===== src/core/flsp_consts.svh =====
`ifndef FLSP_CONSTS_SVH
`define FLSP_CONSTS_SVH

`define FLSP_ADDR_W      6
`define FLSP_PART_W      2
`define FLSP_NPART       4
`define FLSP_NWORD       64

`define FLSP_CMD_PROG    8'h40
`define FLSP_CMD_PROG2   8'h10
`define FLSP_CMD_ERASE   8'h20
`define FLSP_CMD_CONFIRM 8'hD0
`define FLSP_CMD_SUSP    8'hB0
`define FLSP_CMD_RSTAT   8'h70
`define FLSP_CMD_CLR     8'h50
`define FLSP_CMD_RARR    8'hFF
`define FLSP_CMD_RID     8'h90
`define FLSP_CMD_RQRY    8'h98

`define FLSP_SR_READY    7
`define FLSP_SR_ESS      6
`define FLSP_SR_ES       5
`define FLSP_SR_PS       4
`define FLSP_SR_SUPPLY_LOW_FLAG     3
`define FLSP_SR_PSS      2
`define FLSP_SR_DPS      1
`define FLSP_SR_PWS      0

`define FLSP_ERASED      16'hFFFF
`define FLSP_ZERO16      16'h0000
`define FLSP_ZERO8       8'h00

`define FLSP_CLK_NS      40
`define FLSP_PROG_NS     10000
`define FLSP_ERASE_NS    80000
`define FLSP_PROG_CYC    (`FLSP_PROG_NS / `FLSP_CLK_NS)
`define FLSP_ERASE_CYC   (`FLSP_ERASE_NS / `FLSP_CLK_NS)
`define FLSP_TMR_W       12
`define FLSP_TMR_ONE     12'h001

// Pin bundle: rst_n, ce_n, oe_n, we_n, wp_n, vpp_ok, cell_fault, addr, dq
`define FLSP_PIN_W       29
`define FLSP_PIN_INIT    29'h1F80_0000

`endif


===== src/core/flsp_pkg.sv =====
package flsp_pkg;
  typedef enum logic [2:0] {WS_IDLE, WS_PROG, WS_ERASE, WS_PSUSP, WS_ESUSP} flsp_wsm_t;
  typedef enum logic [1:0] {SQ_NONE, SQ_PROG, SQ_ERASE} flsp_seq_t;
  typedef enum logic [1:0] {RM_ARRAY, RM_STATUS, RM_ID, RM_QUERY} flsp_rmode_t;
endpackage


===== src/core/flsp_core.sv =====
//Contract
//RULE1: Bit 7 low while busy, high idle
//RULE2: Erase suspend sets ready and erase-suspended
//RULE3: Erase failure and bad sequence flag errors
//RULE4: Failed word program sets bit 4
//RULE5: Supply flag updated only at finish/abort
//RULE6: Program suspend sets ready and program-suspended
//RULE7: Locked target aborts, sets bit 1
//RULE8: Busy bit 0 tells own versus other
//RULE9: Idle reads bit 0 as zero
//RULE10: Streaming mode redefines bit 0
//RULE11: Clear status keeps read modes
//RULE12: Error bits sticky until clear command
//RULE13: Reset pin clears status register
//RULE14: Host clears status after any error
//RULE15: Program only pulls ones to zero
//RULE16: Host programs one partition at once
//RULE17: Each read falling edge refreshes status
//RULE18: Busy partition accepts read-type and suspend
//RULE19: Stay in status read after program
//RULE20: Standby waits for program completion
//RULE21: Setup 40h then data starts program
//RULE22: Supply-low flag refuses further programs
//RULE23: Upper data byte zero in status
//RULE24: Status read default after program/erase
//RULE25: Other commands to busy partition ignored
`timescale 1ns/1ps
`include "flsp_consts.svh"
module flsp_core import flsp_pkg::*; #(
  parameter logic [15:0] ID_CODE = 16'h5A5A // Arbitrary identifier value
) (
  input  wire logic                    clock,      // 25 MHz system clock
  input  wire logic                    sys_rst,    // Synchronous reset, high
  input  wire logic                    rst_n,      // Device reset pin, low
  input  wire logic                    ce_n,       // Chip enable pin, low
  input  wire logic                    oe_n,       // Output enable pin, low
  input  wire logic                    we_n,       // Write enable pin, low
  input  wire logic                    wp_n,       // Write protect pin, low locks
  input  wire logic                    vpp_ok,     // Programming supply in range
  input  wire logic                    cell_fault, // Cells fail to verify
  input  wire logic [`FLSP_ADDR_W-1:0] addr,       // Word address pins
  input  wire logic [15:0]             dq_in,      // Data pins, input side
  output logic      [15:0]             dq_out,     // Data pins, output side
  output logic                         dq_oe,      // Data pins driven
  output logic                         standby,    // Device in standby
  output logic                         engine_ready // Device-wide ready
);
  logic [`FLSP_PIN_W-1:0]   pins_s;
  logic                     s_rst_n, s_ce_n, s_oe_n, s_we_n, s_wp_n, s_vpp, s_fault;
  logic [`FLSP_ADDR_W-1:0]  s_addr;
  logic [15:0]              s_dq;

  flsp_sync #(.W(`FLSP_PIN_W), .INIT(`FLSP_PIN_INIT)) u_sync (
    .clock   (clock),
    .sys_rst (sys_rst),
    .din     ({rst_n, ce_n, oe_n, we_n, wp_n, vpp_ok, cell_fault, addr, dq_in}),
    .dout    (pins_s)
  );
  assign {s_rst_n, s_ce_n, s_oe_n, s_we_n, s_wp_n, s_vpp, s_fault, s_addr, s_dq} = pins_s;

  flsp_wsm_t              state_q, state_d;
  flsp_seq_t              seq_q, seq_d;
  flsp_rmode_t            mode_q [`FLSP_NPART];
  flsp_rmode_t            mode_d [`FLSP_NPART];
  logic [15:0]            mem_q  [`FLSP_NWORD];
  logic [15:0]            mem_d  [`FLSP_NWORD];
  logic [`FLSP_NPART-1:0] ess_q, es_q, ps_q, supply_low_flag_q, pss_q, dps_q;
  logic [`FLSP_NPART-1:0] ess_d, es_d, ps_d, supply_low_flag_d, pss_d, dps_d;
  logic [`FLSP_PART_W-1:0] bp_q, bp_d;
  logic [`FLSP_ADDR_W-1:0] tgt_q, tgt_d;
  logic [15:0]            wd_q, wd_d;
  logic [`FLSP_TMR_W-1:0] tmr_q, tmr_d;
  logic                   we_prev_q, rd_prev_q;
  logic [15:0]            dq_out_q, dq_out_d;
  logic                   dq_oe_q, dq_oe_d, standby_q, standby_d, ready_q, ready_d;

  logic                    wr_stb, rd_act, rd_edge, running, busy_here;
  logic [`FLSP_PART_W-1:0] part;
  logic [7:0]              cmd, sr_v;

  assign part    = s_addr[`FLSP_ADDR_W-1 -: `FLSP_PART_W];
  assign cmd     = s_dq[7:0];
  assign wr_stb  = s_we_n & ~we_prev_q & ~s_ce_n;
  assign rd_act  = ~s_ce_n & ~s_oe_n & s_we_n;
  assign rd_edge = rd_act & ~rd_prev_q;
  assign running = (state_q == WS_PROG) || (state_q == WS_ERASE);
  assign busy_here = running && (part == bp_q);

  // Status as seen from the addressed partition
  always_comb begin
    sr_v                 = `FLSP_ZERO8;
    sr_v[`FLSP_SR_READY] = ~running;                    // see RULE1
    sr_v[`FLSP_SR_ESS]   = ess_q[part];
    sr_v[`FLSP_SR_ES]    = es_q[part];
    sr_v[`FLSP_SR_PS]    = ps_q[part];
    sr_v[`FLSP_SR_SUPPLY_LOW_FLAG]  = supply_low_flag_q[part];
    sr_v[`FLSP_SR_PSS]   = pss_q[part];
    sr_v[`FLSP_SR_DPS]   = dps_q[part];
    // No streaming mode here, so bit 0 selects own versus other only while busy, zero when idle or suspended
    sr_v[`FLSP_SR_PWS]   = running && (bp_q != part); // see RULE8 see RULE9 see RULE10
  end

  always_comb begin
    state_d = state_q;
    seq_d   = seq_q;
    mode_d  = mode_q;
    mem_d   = mem_q;
    ess_d   = ess_q;
    es_d    = es_q;
    ps_d    = ps_q;
    supply_low_flag_d  = supply_low_flag_q;
    pss_d   = pss_q;
    dps_d   = dps_q;
    bp_d    = bp_q;
    tgt_d   = tgt_q;
    wd_d    = wd_q;
    tmr_d   = tmr_q;
    if (wr_stb) begin
      if (seq_q == SQ_PROG) begin
        // Second cycle carries the word; it cannot be a command
        seq_d        = SQ_NONE;
        mode_d[part] = RM_STATUS;                        // see RULE19 see RULE24
        bp_d         = part;
        tgt_d        = s_addr;
        wd_d         = s_dq;
        if (supply_low_flag_q[part]) begin
          supply_low_flag_d[part] = 1'b1;                           // see RULE22
        end else if (!s_vpp) begin
          supply_low_flag_d[part] = 1'b1;                           // see RULE5
        end else if (!s_wp_n) begin
          dps_d[part] = 1'b1;                            // see RULE7
        end else begin
          state_d = WS_PROG;                             // see RULE21
          tmr_d   = `FLSP_TMR_W'(`FLSP_PROG_CYC);
        end
      end else if (seq_q == SQ_ERASE) begin
        seq_d        = SQ_NONE;
        mode_d[part] = RM_STATUS;                        // see RULE24
        bp_d         = part;
        tgt_d        = s_addr;
        if (cmd != `FLSP_CMD_CONFIRM) begin
          es_d[part] = 1'b1;                             // see RULE3
          ps_d[part] = 1'b1;
        end else if (supply_low_flag_q[part] || !s_vpp) begin
          supply_low_flag_d[part] = 1'b1;                           // see RULE5
        end else if (!s_wp_n) begin
          dps_d[part] = 1'b1;                            // see RULE7
        end else begin
          state_d = WS_ERASE;
          tmr_d   = `FLSP_TMR_W'(`FLSP_ERASE_CYC);
        end
      end else begin
        unique case (cmd)
          `FLSP_CMD_RSTAT: mode_d[part] = RM_STATUS;     // see RULE18
          `FLSP_CMD_RARR:  mode_d[part] = RM_ARRAY;      // see RULE18
          `FLSP_CMD_RID:   mode_d[part] = RM_ID;         // see RULE18
          `FLSP_CMD_RQRY:  mode_d[part] = RM_QUERY;      // see RULE18
          `FLSP_CMD_CLR: begin
            // Clearing a partition still running would hide its outcome
            if (!busy_here) begin                        // see RULE25
              ess_d[part]  = 1'b0;                       // see RULE11 see RULE12
              es_d[part]   = 1'b0;
              ps_d[part]   = 1'b0;
              supply_low_flag_d[part] = 1'b0;
              pss_d[part]  = 1'b0;
              dps_d[part]  = 1'b0;
            end
          end
          `FLSP_CMD_SUSP: begin
            if (busy_here && state_q == WS_PROG) begin
              state_d   = WS_PSUSP;                      // see RULE6
              pss_d[bp_q] = 1'b1;
            end else if (busy_here && state_q == WS_ERASE) begin
              state_d   = WS_ESUSP;                      // see RULE2
              ess_d[bp_q] = 1'b1;
            end
          end
          `FLSP_CMD_CONFIRM: begin
            if (part == bp_q && state_q == WS_PSUSP) begin
              state_d     = WS_PROG;                     // see RULE6
              pss_d[bp_q] = 1'b0;
            end else if (part == bp_q && state_q == WS_ESUSP) begin
              state_d     = WS_ESUSP == state_q ? WS_ERASE : state_q; // see RULE2
              ess_d[bp_q] = 1'b0;
            end
          end
          `FLSP_CMD_PROG, `FLSP_CMD_PROG2: begin
            if (state_q == WS_IDLE) begin                // see RULE25
              seq_d = SQ_PROG;
            end
          end
          `FLSP_CMD_ERASE: begin
            if (state_q == WS_IDLE) begin
              seq_d = SQ_ERASE;
            end
          end
          default: begin
          end
        endcase
      end
    end
    // Internal timing advances only when no command redirected the engine
    if (running && state_d == state_q) begin
      if (tmr_q == `FLSP_TMR_ONE) begin
        state_d = WS_IDLE;                               // see RULE1
        if (!s_vpp) begin
          supply_low_flag_d[bp_q] = 1'b1;                           // see RULE5
        end else if (state_q == WS_PROG) begin
          mem_d[tgt_q] = mem_q[tgt_q] & wd_q;            // see RULE15
          if (s_fault) begin
            ps_d[bp_q] = 1'b1;                           // see RULE4
          end
        end else begin
          for (int i = 0; i < `FLSP_NWORD; i++) begin
            if (i[`FLSP_ADDR_W-1 -: `FLSP_PART_W] == bp_q) begin
              mem_d[i] = `FLSP_ERASED;
            end
          end
          if (s_fault) begin
            es_d[bp_q] = 1'b1;                           // see RULE3
          end
        end
      end else begin
        tmr_d = tmr_q - `FLSP_TMR_ONE;
      end
    end
    if (!s_rst_n) begin
      state_d = WS_IDLE;
      seq_d   = SQ_NONE;
      ess_d   = '0;                                      // see RULE13
      es_d    = '0;
      ps_d    = '0;
      supply_low_flag_d  = '0;
      pss_d   = '0;
      dps_d   = '0;
      for (int p = 0; p < `FLSP_NPART; p++) begin
        mode_d[p] = RM_ARRAY;
      end
    end
  end

  // Read path: data latched on each new read, held for the rest of it
  always_comb begin
    dq_out_d  = dq_out_q;
    dq_oe_d   = rd_act;
    if (rd_edge) begin                                   // see RULE17
      unique case (mode_q[part])
        RM_STATUS: dq_out_d = {`FLSP_ZERO8, sr_v};       // see RULE23
        RM_ARRAY:  dq_out_d = mem_q[s_addr];
        RM_ID:     dq_out_d = ID_CODE;
        RM_QUERY:  dq_out_d = `FLSP_ZERO16;
      endcase
    end
    standby_d = s_ce_n && !running;                      // see RULE20
    ready_d   = ~running;
  end

  always_ff @(posedge clock) begin
    if (sys_rst) begin
      state_q   <= WS_IDLE;
      seq_q     <= SQ_NONE;
      ess_q     <= '0;
      es_q      <= '0;
      ps_q      <= '0;
      supply_low_flag_q    <= '0;
      pss_q     <= '0;
      dps_q     <= '0;
      bp_q      <= '0;
      tgt_q     <= '0;
      wd_q      <= `FLSP_ERASED;
      tmr_q     <= '0;
      we_prev_q <= 1'b1;
      rd_prev_q <= 1'b0;
      dq_out_q  <= `FLSP_ZERO16;
      dq_oe_q   <= 1'b0;
      standby_q <= 1'b1;
      ready_q   <= 1'b1;
      for (int i = 0; i < `FLSP_NWORD; i++) begin
        mem_q[i] <= `FLSP_ERASED;
      end
      for (int p = 0; p < `FLSP_NPART; p++) begin
        mode_q[p] <= RM_ARRAY;
      end
    end else begin
      state_q   <= state_d;
      seq_q     <= seq_d;
      ess_q     <= ess_d;
      es_q      <= es_d;
      ps_q      <= ps_d;
      supply_low_flag_q    <= supply_low_flag_d;
      pss_q     <= pss_d;
      dps_q     <= dps_d;
      bp_q      <= bp_d;
      tgt_q     <= tgt_d;
      wd_q      <= wd_d;
      tmr_q     <= tmr_d;
      we_prev_q <= s_we_n;
      rd_prev_q <= rd_act;
      dq_out_q  <= dq_out_d;
      dq_oe_q   <= dq_oe_d;
      standby_q <= standby_d;
      ready_q   <= ready_d;
      mem_q     <= mem_d;
      mode_q    <= mode_d;
    end
  end

  assign dq_out       = dq_out_q;
  assign dq_oe        = dq_oe_q;
  assign standby      = standby_q;
  assign engine_ready = ready_q;
endmodule


===== src/core/flsp_sync.sv =====
`timescale 1ns/1ps
module flsp_sync #(
  parameter int              W    = 1,
  parameter logic [W-1:0]    INIT = '0
) (
  input  wire logic         clock,   // System clock
  input  wire logic         sys_rst, // Synchronous reset, high
  input  wire logic [W-1:0] din,     // Asynchronous pin levels
  output logic      [W-1:0] dout     // Filtered, synchronous levels
);
  logic [W-1:0] s1_q, s2_q, s3_q, out_q;
  logic [W-1:0] out_d;

  // A bit changes only once stages two and three agree
  always_comb begin
    for (int i = 0; i < W; i++) begin
      out_d[i] = (s2_q[i] == s3_q[i]) ? s3_q[i] : out_q[i];
    end
  end

  always_ff @(posedge clock) begin
    if (sys_rst) begin
      s1_q  <= INIT;
      s2_q  <= INIT;
      s3_q  <= INIT;
      out_q <= INIT;
    end else begin
      s1_q  <= din;
      s2_q  <= s1_q;
      s3_q  <= s2_q;
      out_q <= out_d;
    end
  end

  assign dout = out_q;
endmodule


===== config.mk =====
export PLATFORM = sky130hd
export DESIGN_NAME = flsp_core
export DESIGN_NICKNAME = d
export VERILOG_FILES = /design/src/core/flsp_pkg.sv /design/src/core/flsp_core.sv /design/src/core/flsp_sync.sv
export VERILOG_INCLUDE_DIRS = /design/src /design/src/core
export SDC_FILE = /design/constraint.sdc
export NUM_CORES = 2
export LEC_CHECK = 0
export BUFFER_PORTS_ARGS = -buffer_cell sky130_fd_sc_hd__buf_2
export CAP_MARGIN = 20
export CORE_MARGIN = 3
export CORE_UTILIZATION = 35
export DETAILED_ROUTE_END_ITERATION = 10
export MAX_ROUTING_LAYER = met4
export PLACE_DENSITY = 0.56
export SKIP_LAST_GASP = 1
export SYNTH_ARGS = -nofsm -noshare
export SYNTH_HDL_FRONTEND = slang
export SYNTH_SLANG_ARGS = --single-unit

===== constraint.sdc =====
create_clock -name clock -period 7.7 [get_ports clock]
set_input_delay 1.155 -clock clock [delete_from_list [all_inputs] [get_ports clock]]
set_output_delay 1.155 -clock clock [all_outputs]
set_load 0.1 [all_outputs]

==> impl_metrics.tcl <==
set metrics [dict create \
    outcome "finished clean" \
    ys_top_cells_by_count "dfxtp_1 (1231), a21oi_1 (1157), nor3_1 (1015), a22oi_1 (329), mux4_2 (327)" \
    worstPathCellList "and3b_4, buf_4, a22oi_1, a31oi_1, a2111oi_1, nand4_1, o21ai_4, buf_4, a21oi_1" \
    placed_cell_area_um2 58900 \
    slew_headroom_pct 12.2 \
    p_total_mw 13.3 \
    drtAntennaViolNets 0 \
    cts.sink_count 1231 \
    ir_drop_mv 0.228 \
    power_leakage_nw 19.4 \
    timing.fmax_ghz 0.171 \
    end_kind "flop" \
    synth_seq_cells 1231 \
    yosys.area.top_type_share_pct 43.0 \
    cts.reportedPaths.clkPinSlew_ns 0.06 \
    crit_path_top_delay_cell "a2111oi_1" \
    cts_hold_buffers 0 \
    startpoint_type "flop" \
    hold_viol 0 \
    die_w_um 411 \
    setup_viol 0 \
    dr.pass1.iters 6 \
    hp-class "reg -> reg" \
    drive_above_1_share_pct 17.4 \
    worstPathMaxFanout 48 \
    yosysWarnings 0 \
    clkLatencyLatePin_ns 0.79 \
    synth_ff_type "dfxtp_1" \
    remaining_drc_errors 0 \
    gr-total-overflow 0 \
    cts_setup_buffers 0 \
    synth_top_cell_by_area "dfxtp_1" \
    viasPerCell 6.54 \
    cts_root_buf "clkbuf_16" \
    setup-tns-final_ns 0 \
    antenna_found_initial 16 \
    cts_resized 0 \
    path_common_cell "buf_4" \
    portBuffers 49 \
    timing.final.crit_period_ns 5.84 \
    max_cap_violations 0 \
    rsz0062_at_grt "no" \
    wl_per_cell_um 29.9 \
    finalNonFillerCells 7955 \
    track_usage_pct 28.0 \
    synth_nets 5945 \
    syn_area_per_cell_um2 9.69 \
    grt_pass1_wl_mm 342 \
    worstPathArrival_ns 6.46 \
    slowest_delay_ns 1.29 \
    synthCells 5909 \
    grt_max_degree 192 \
    synth-edff-count 0 \
    skew_ns 0.0372 \
    num-fill-cells 16000 \
    dp_hpwl_mm 148 \
    powerDensity_nw_per_um2 209 \
    cts_made_buffers 137 \
    place_congestion 0.993 \
    crit_required_ns 8.31 \
    cts_tree "yes" \
    ios 50 \
    synthMostInstantiatedCell "dfxtp_1" \
    routed-via-count 52000 \
    h-tree-depth 4 \
    fin_crit_sh_pct 75.9 \
    num_rows 147 \
    netlist_top_cells_area "dfxtp_1 (43%), mux4_2 (13%), a21oi_1 (10%)" \
    finalNetCount 5710 \
    final_area_um2 63500 \
    drt-total-wl_mm 238 \
    synth_area_um2 57300 \
    worstSetupPathType "reg -> reg" \
    grt_pass1_vias 48000 \
    worstMarginPinSlew_ns 1.31 \
    core-area_um2 161000 \
    die_area_um2 169000 \
    placed_cells 7693 \
    die_h_um 411 \
    ys_seq_area_share_pct 43.0 \
    initial_core_util_pct 35.5 \
    cts_max_path_buffers 3 \
    drt_iter0_markers 7159 \
    slew_viol_final 0 \
    area_growth_pct 10.9 \
    synth.distinct_cells 78 \
    ys_async_sr_fraction_pct 0 \
]
[area by class of cell]
cell class / instances / area, um^2 / area share (%)
Antenna cell: 14 / 35.0 / 0.0552
Clock buffer: 205 / 4100 / 6.45
Clock inverter: 41 / 469 / 0.739
Inverter: 11 / 41.3 / 0.0650
Multi-Input combinational cell: 4046 / 29500 / 46.5
Sequential cell: 1231 / 24700 / 38.8
Tap cell: 2160 / 2700 / 4.26
Timing Repair Buffer: 247 / 1940 / 3.06
[per-layer routing]
metal | part of all wire [%] | global-route usage, % | vias to the layer above
met5 | 0 | - | -
met4 | 6.3 | 15.5 | 0
met3 | 13 | 9.29 | 738
met2 | 42 | 39.4 | 3553
met1 | 38 | 35.2 | 25600
li1 | - | - | 22200
[placed cells by master, fill, tap and decap left out, types with 18 or more instances in the layout]
| cell type | n |
|---|---|
| a21oi_1 | 1155 |
| a221oi_1 | 78 |
| a22o_1 | 63 |
| a22oi_1 | 329 |
| a31oi_1 | 72 |
| buf_2 | 49 |
| buf_4 | 180 |
| clkbuf_1 | 31 |
| clkbuf_16 | 141 |
| clkbuf_8 | 33 |
| clkinv_2 | 18 |
| dfxtp_1 | 1221 |
| mux2_2 | 26 |
| mux2i_1 | 39 |
| mux4_2 | 327 |
| nand2_1 | 137 |
| nand3_1 | 31 |
| nand3b_1 | 21 |
| nand4_1 | 58 |
| nor2_1 | 159 |
| nor2b_1 | 90 |
| nor3_1 | 1014 |
| nor3_2 | 42 |
| nor3_4 | 66 |
| o21ai_0 | 84 |
| or2_2 | 23 |
[state kept, by name, summed over array words and instances (netlist names), 8 cells and up]
signal       cells
dq_out          16
mem_q         1024
mode_q           8
tmr_q           12
u_sync.dout     29
u_sync.s1_q     29
u_sync.s2_q     29
u_sync.s3_q     29
wd_q            16
[cells by family after synthesis]
| kind of cell | Yosys count | share of synthesized area, % |
|---|---|---|
| xor+xnor | 3 | 0.0459 |
| mux | 392 | 14.1 |
| flops | 1231 | 43.0 |
| simple gates | 1731 | 16.9 |
| compound gates | 1915 | 20.1 |
| buf+inv | 632 | 5.76 |
| fa+ha+maj | 5 | 0.109 |
[through the flow]
| step | util, % | setup WS (ns) | hold slack (ns) |
|---|---|---|---|
| 6_report | 39.3 | 1.86 | 0.417 |
| 5_1_grt | 39.3 | 2.04 | 0.428 |
| 4_1_cts | 39.3 | 2.36 | 0.420 |
| 3_5_place_dp | 36.5 | 2.38 | 0.399 |
| 3_3_place_gp | 36.4 | 2.18 | 0.402 |
| 2_1_floorplan | - | 4.74 | 0.389 |
[critical path, delay by kind of cell, from the launching register on]
family	cells	cell delay (ns)
compound gates	5	2.48
simple gates	2	1.09
buf+inv	2	1.02
flops	1	0.91
[where the power goes]
group          switching, mW  leakage [nW]  internal [mW]
clock network           2.78          2.24           3.95
registers            0.00914          9.98           6.39
logic                  0.126          7.15         0.0325
[final timing paths]
check | from | endpoint | slack, ns | cells after the start
setup / recovery | tgt_q[0]$_SDFFE_PP0P_ | mem_q[214]$_SDFFE_PP1P_ | 1.86 | 9
hold / removal | u_sync.s1_q[24]$_SDFF_PP1_ | u_sync.s2_q[24]$_SDFF_PP1_ | 0.42 | 1
setup reg to reg | tgt_q[0]$_SDFFE_PP0P_ | mem_q[214]$_SDFFE_PP1P_ | 1.86 | 9
hold reg to reg | u_sync.s1_q[24]$_SDFF_PP1_ | u_sync.s2_q[24]$_SDFF_PP1_ | 0.42 | 1
(Power assumes the default switching activity.)
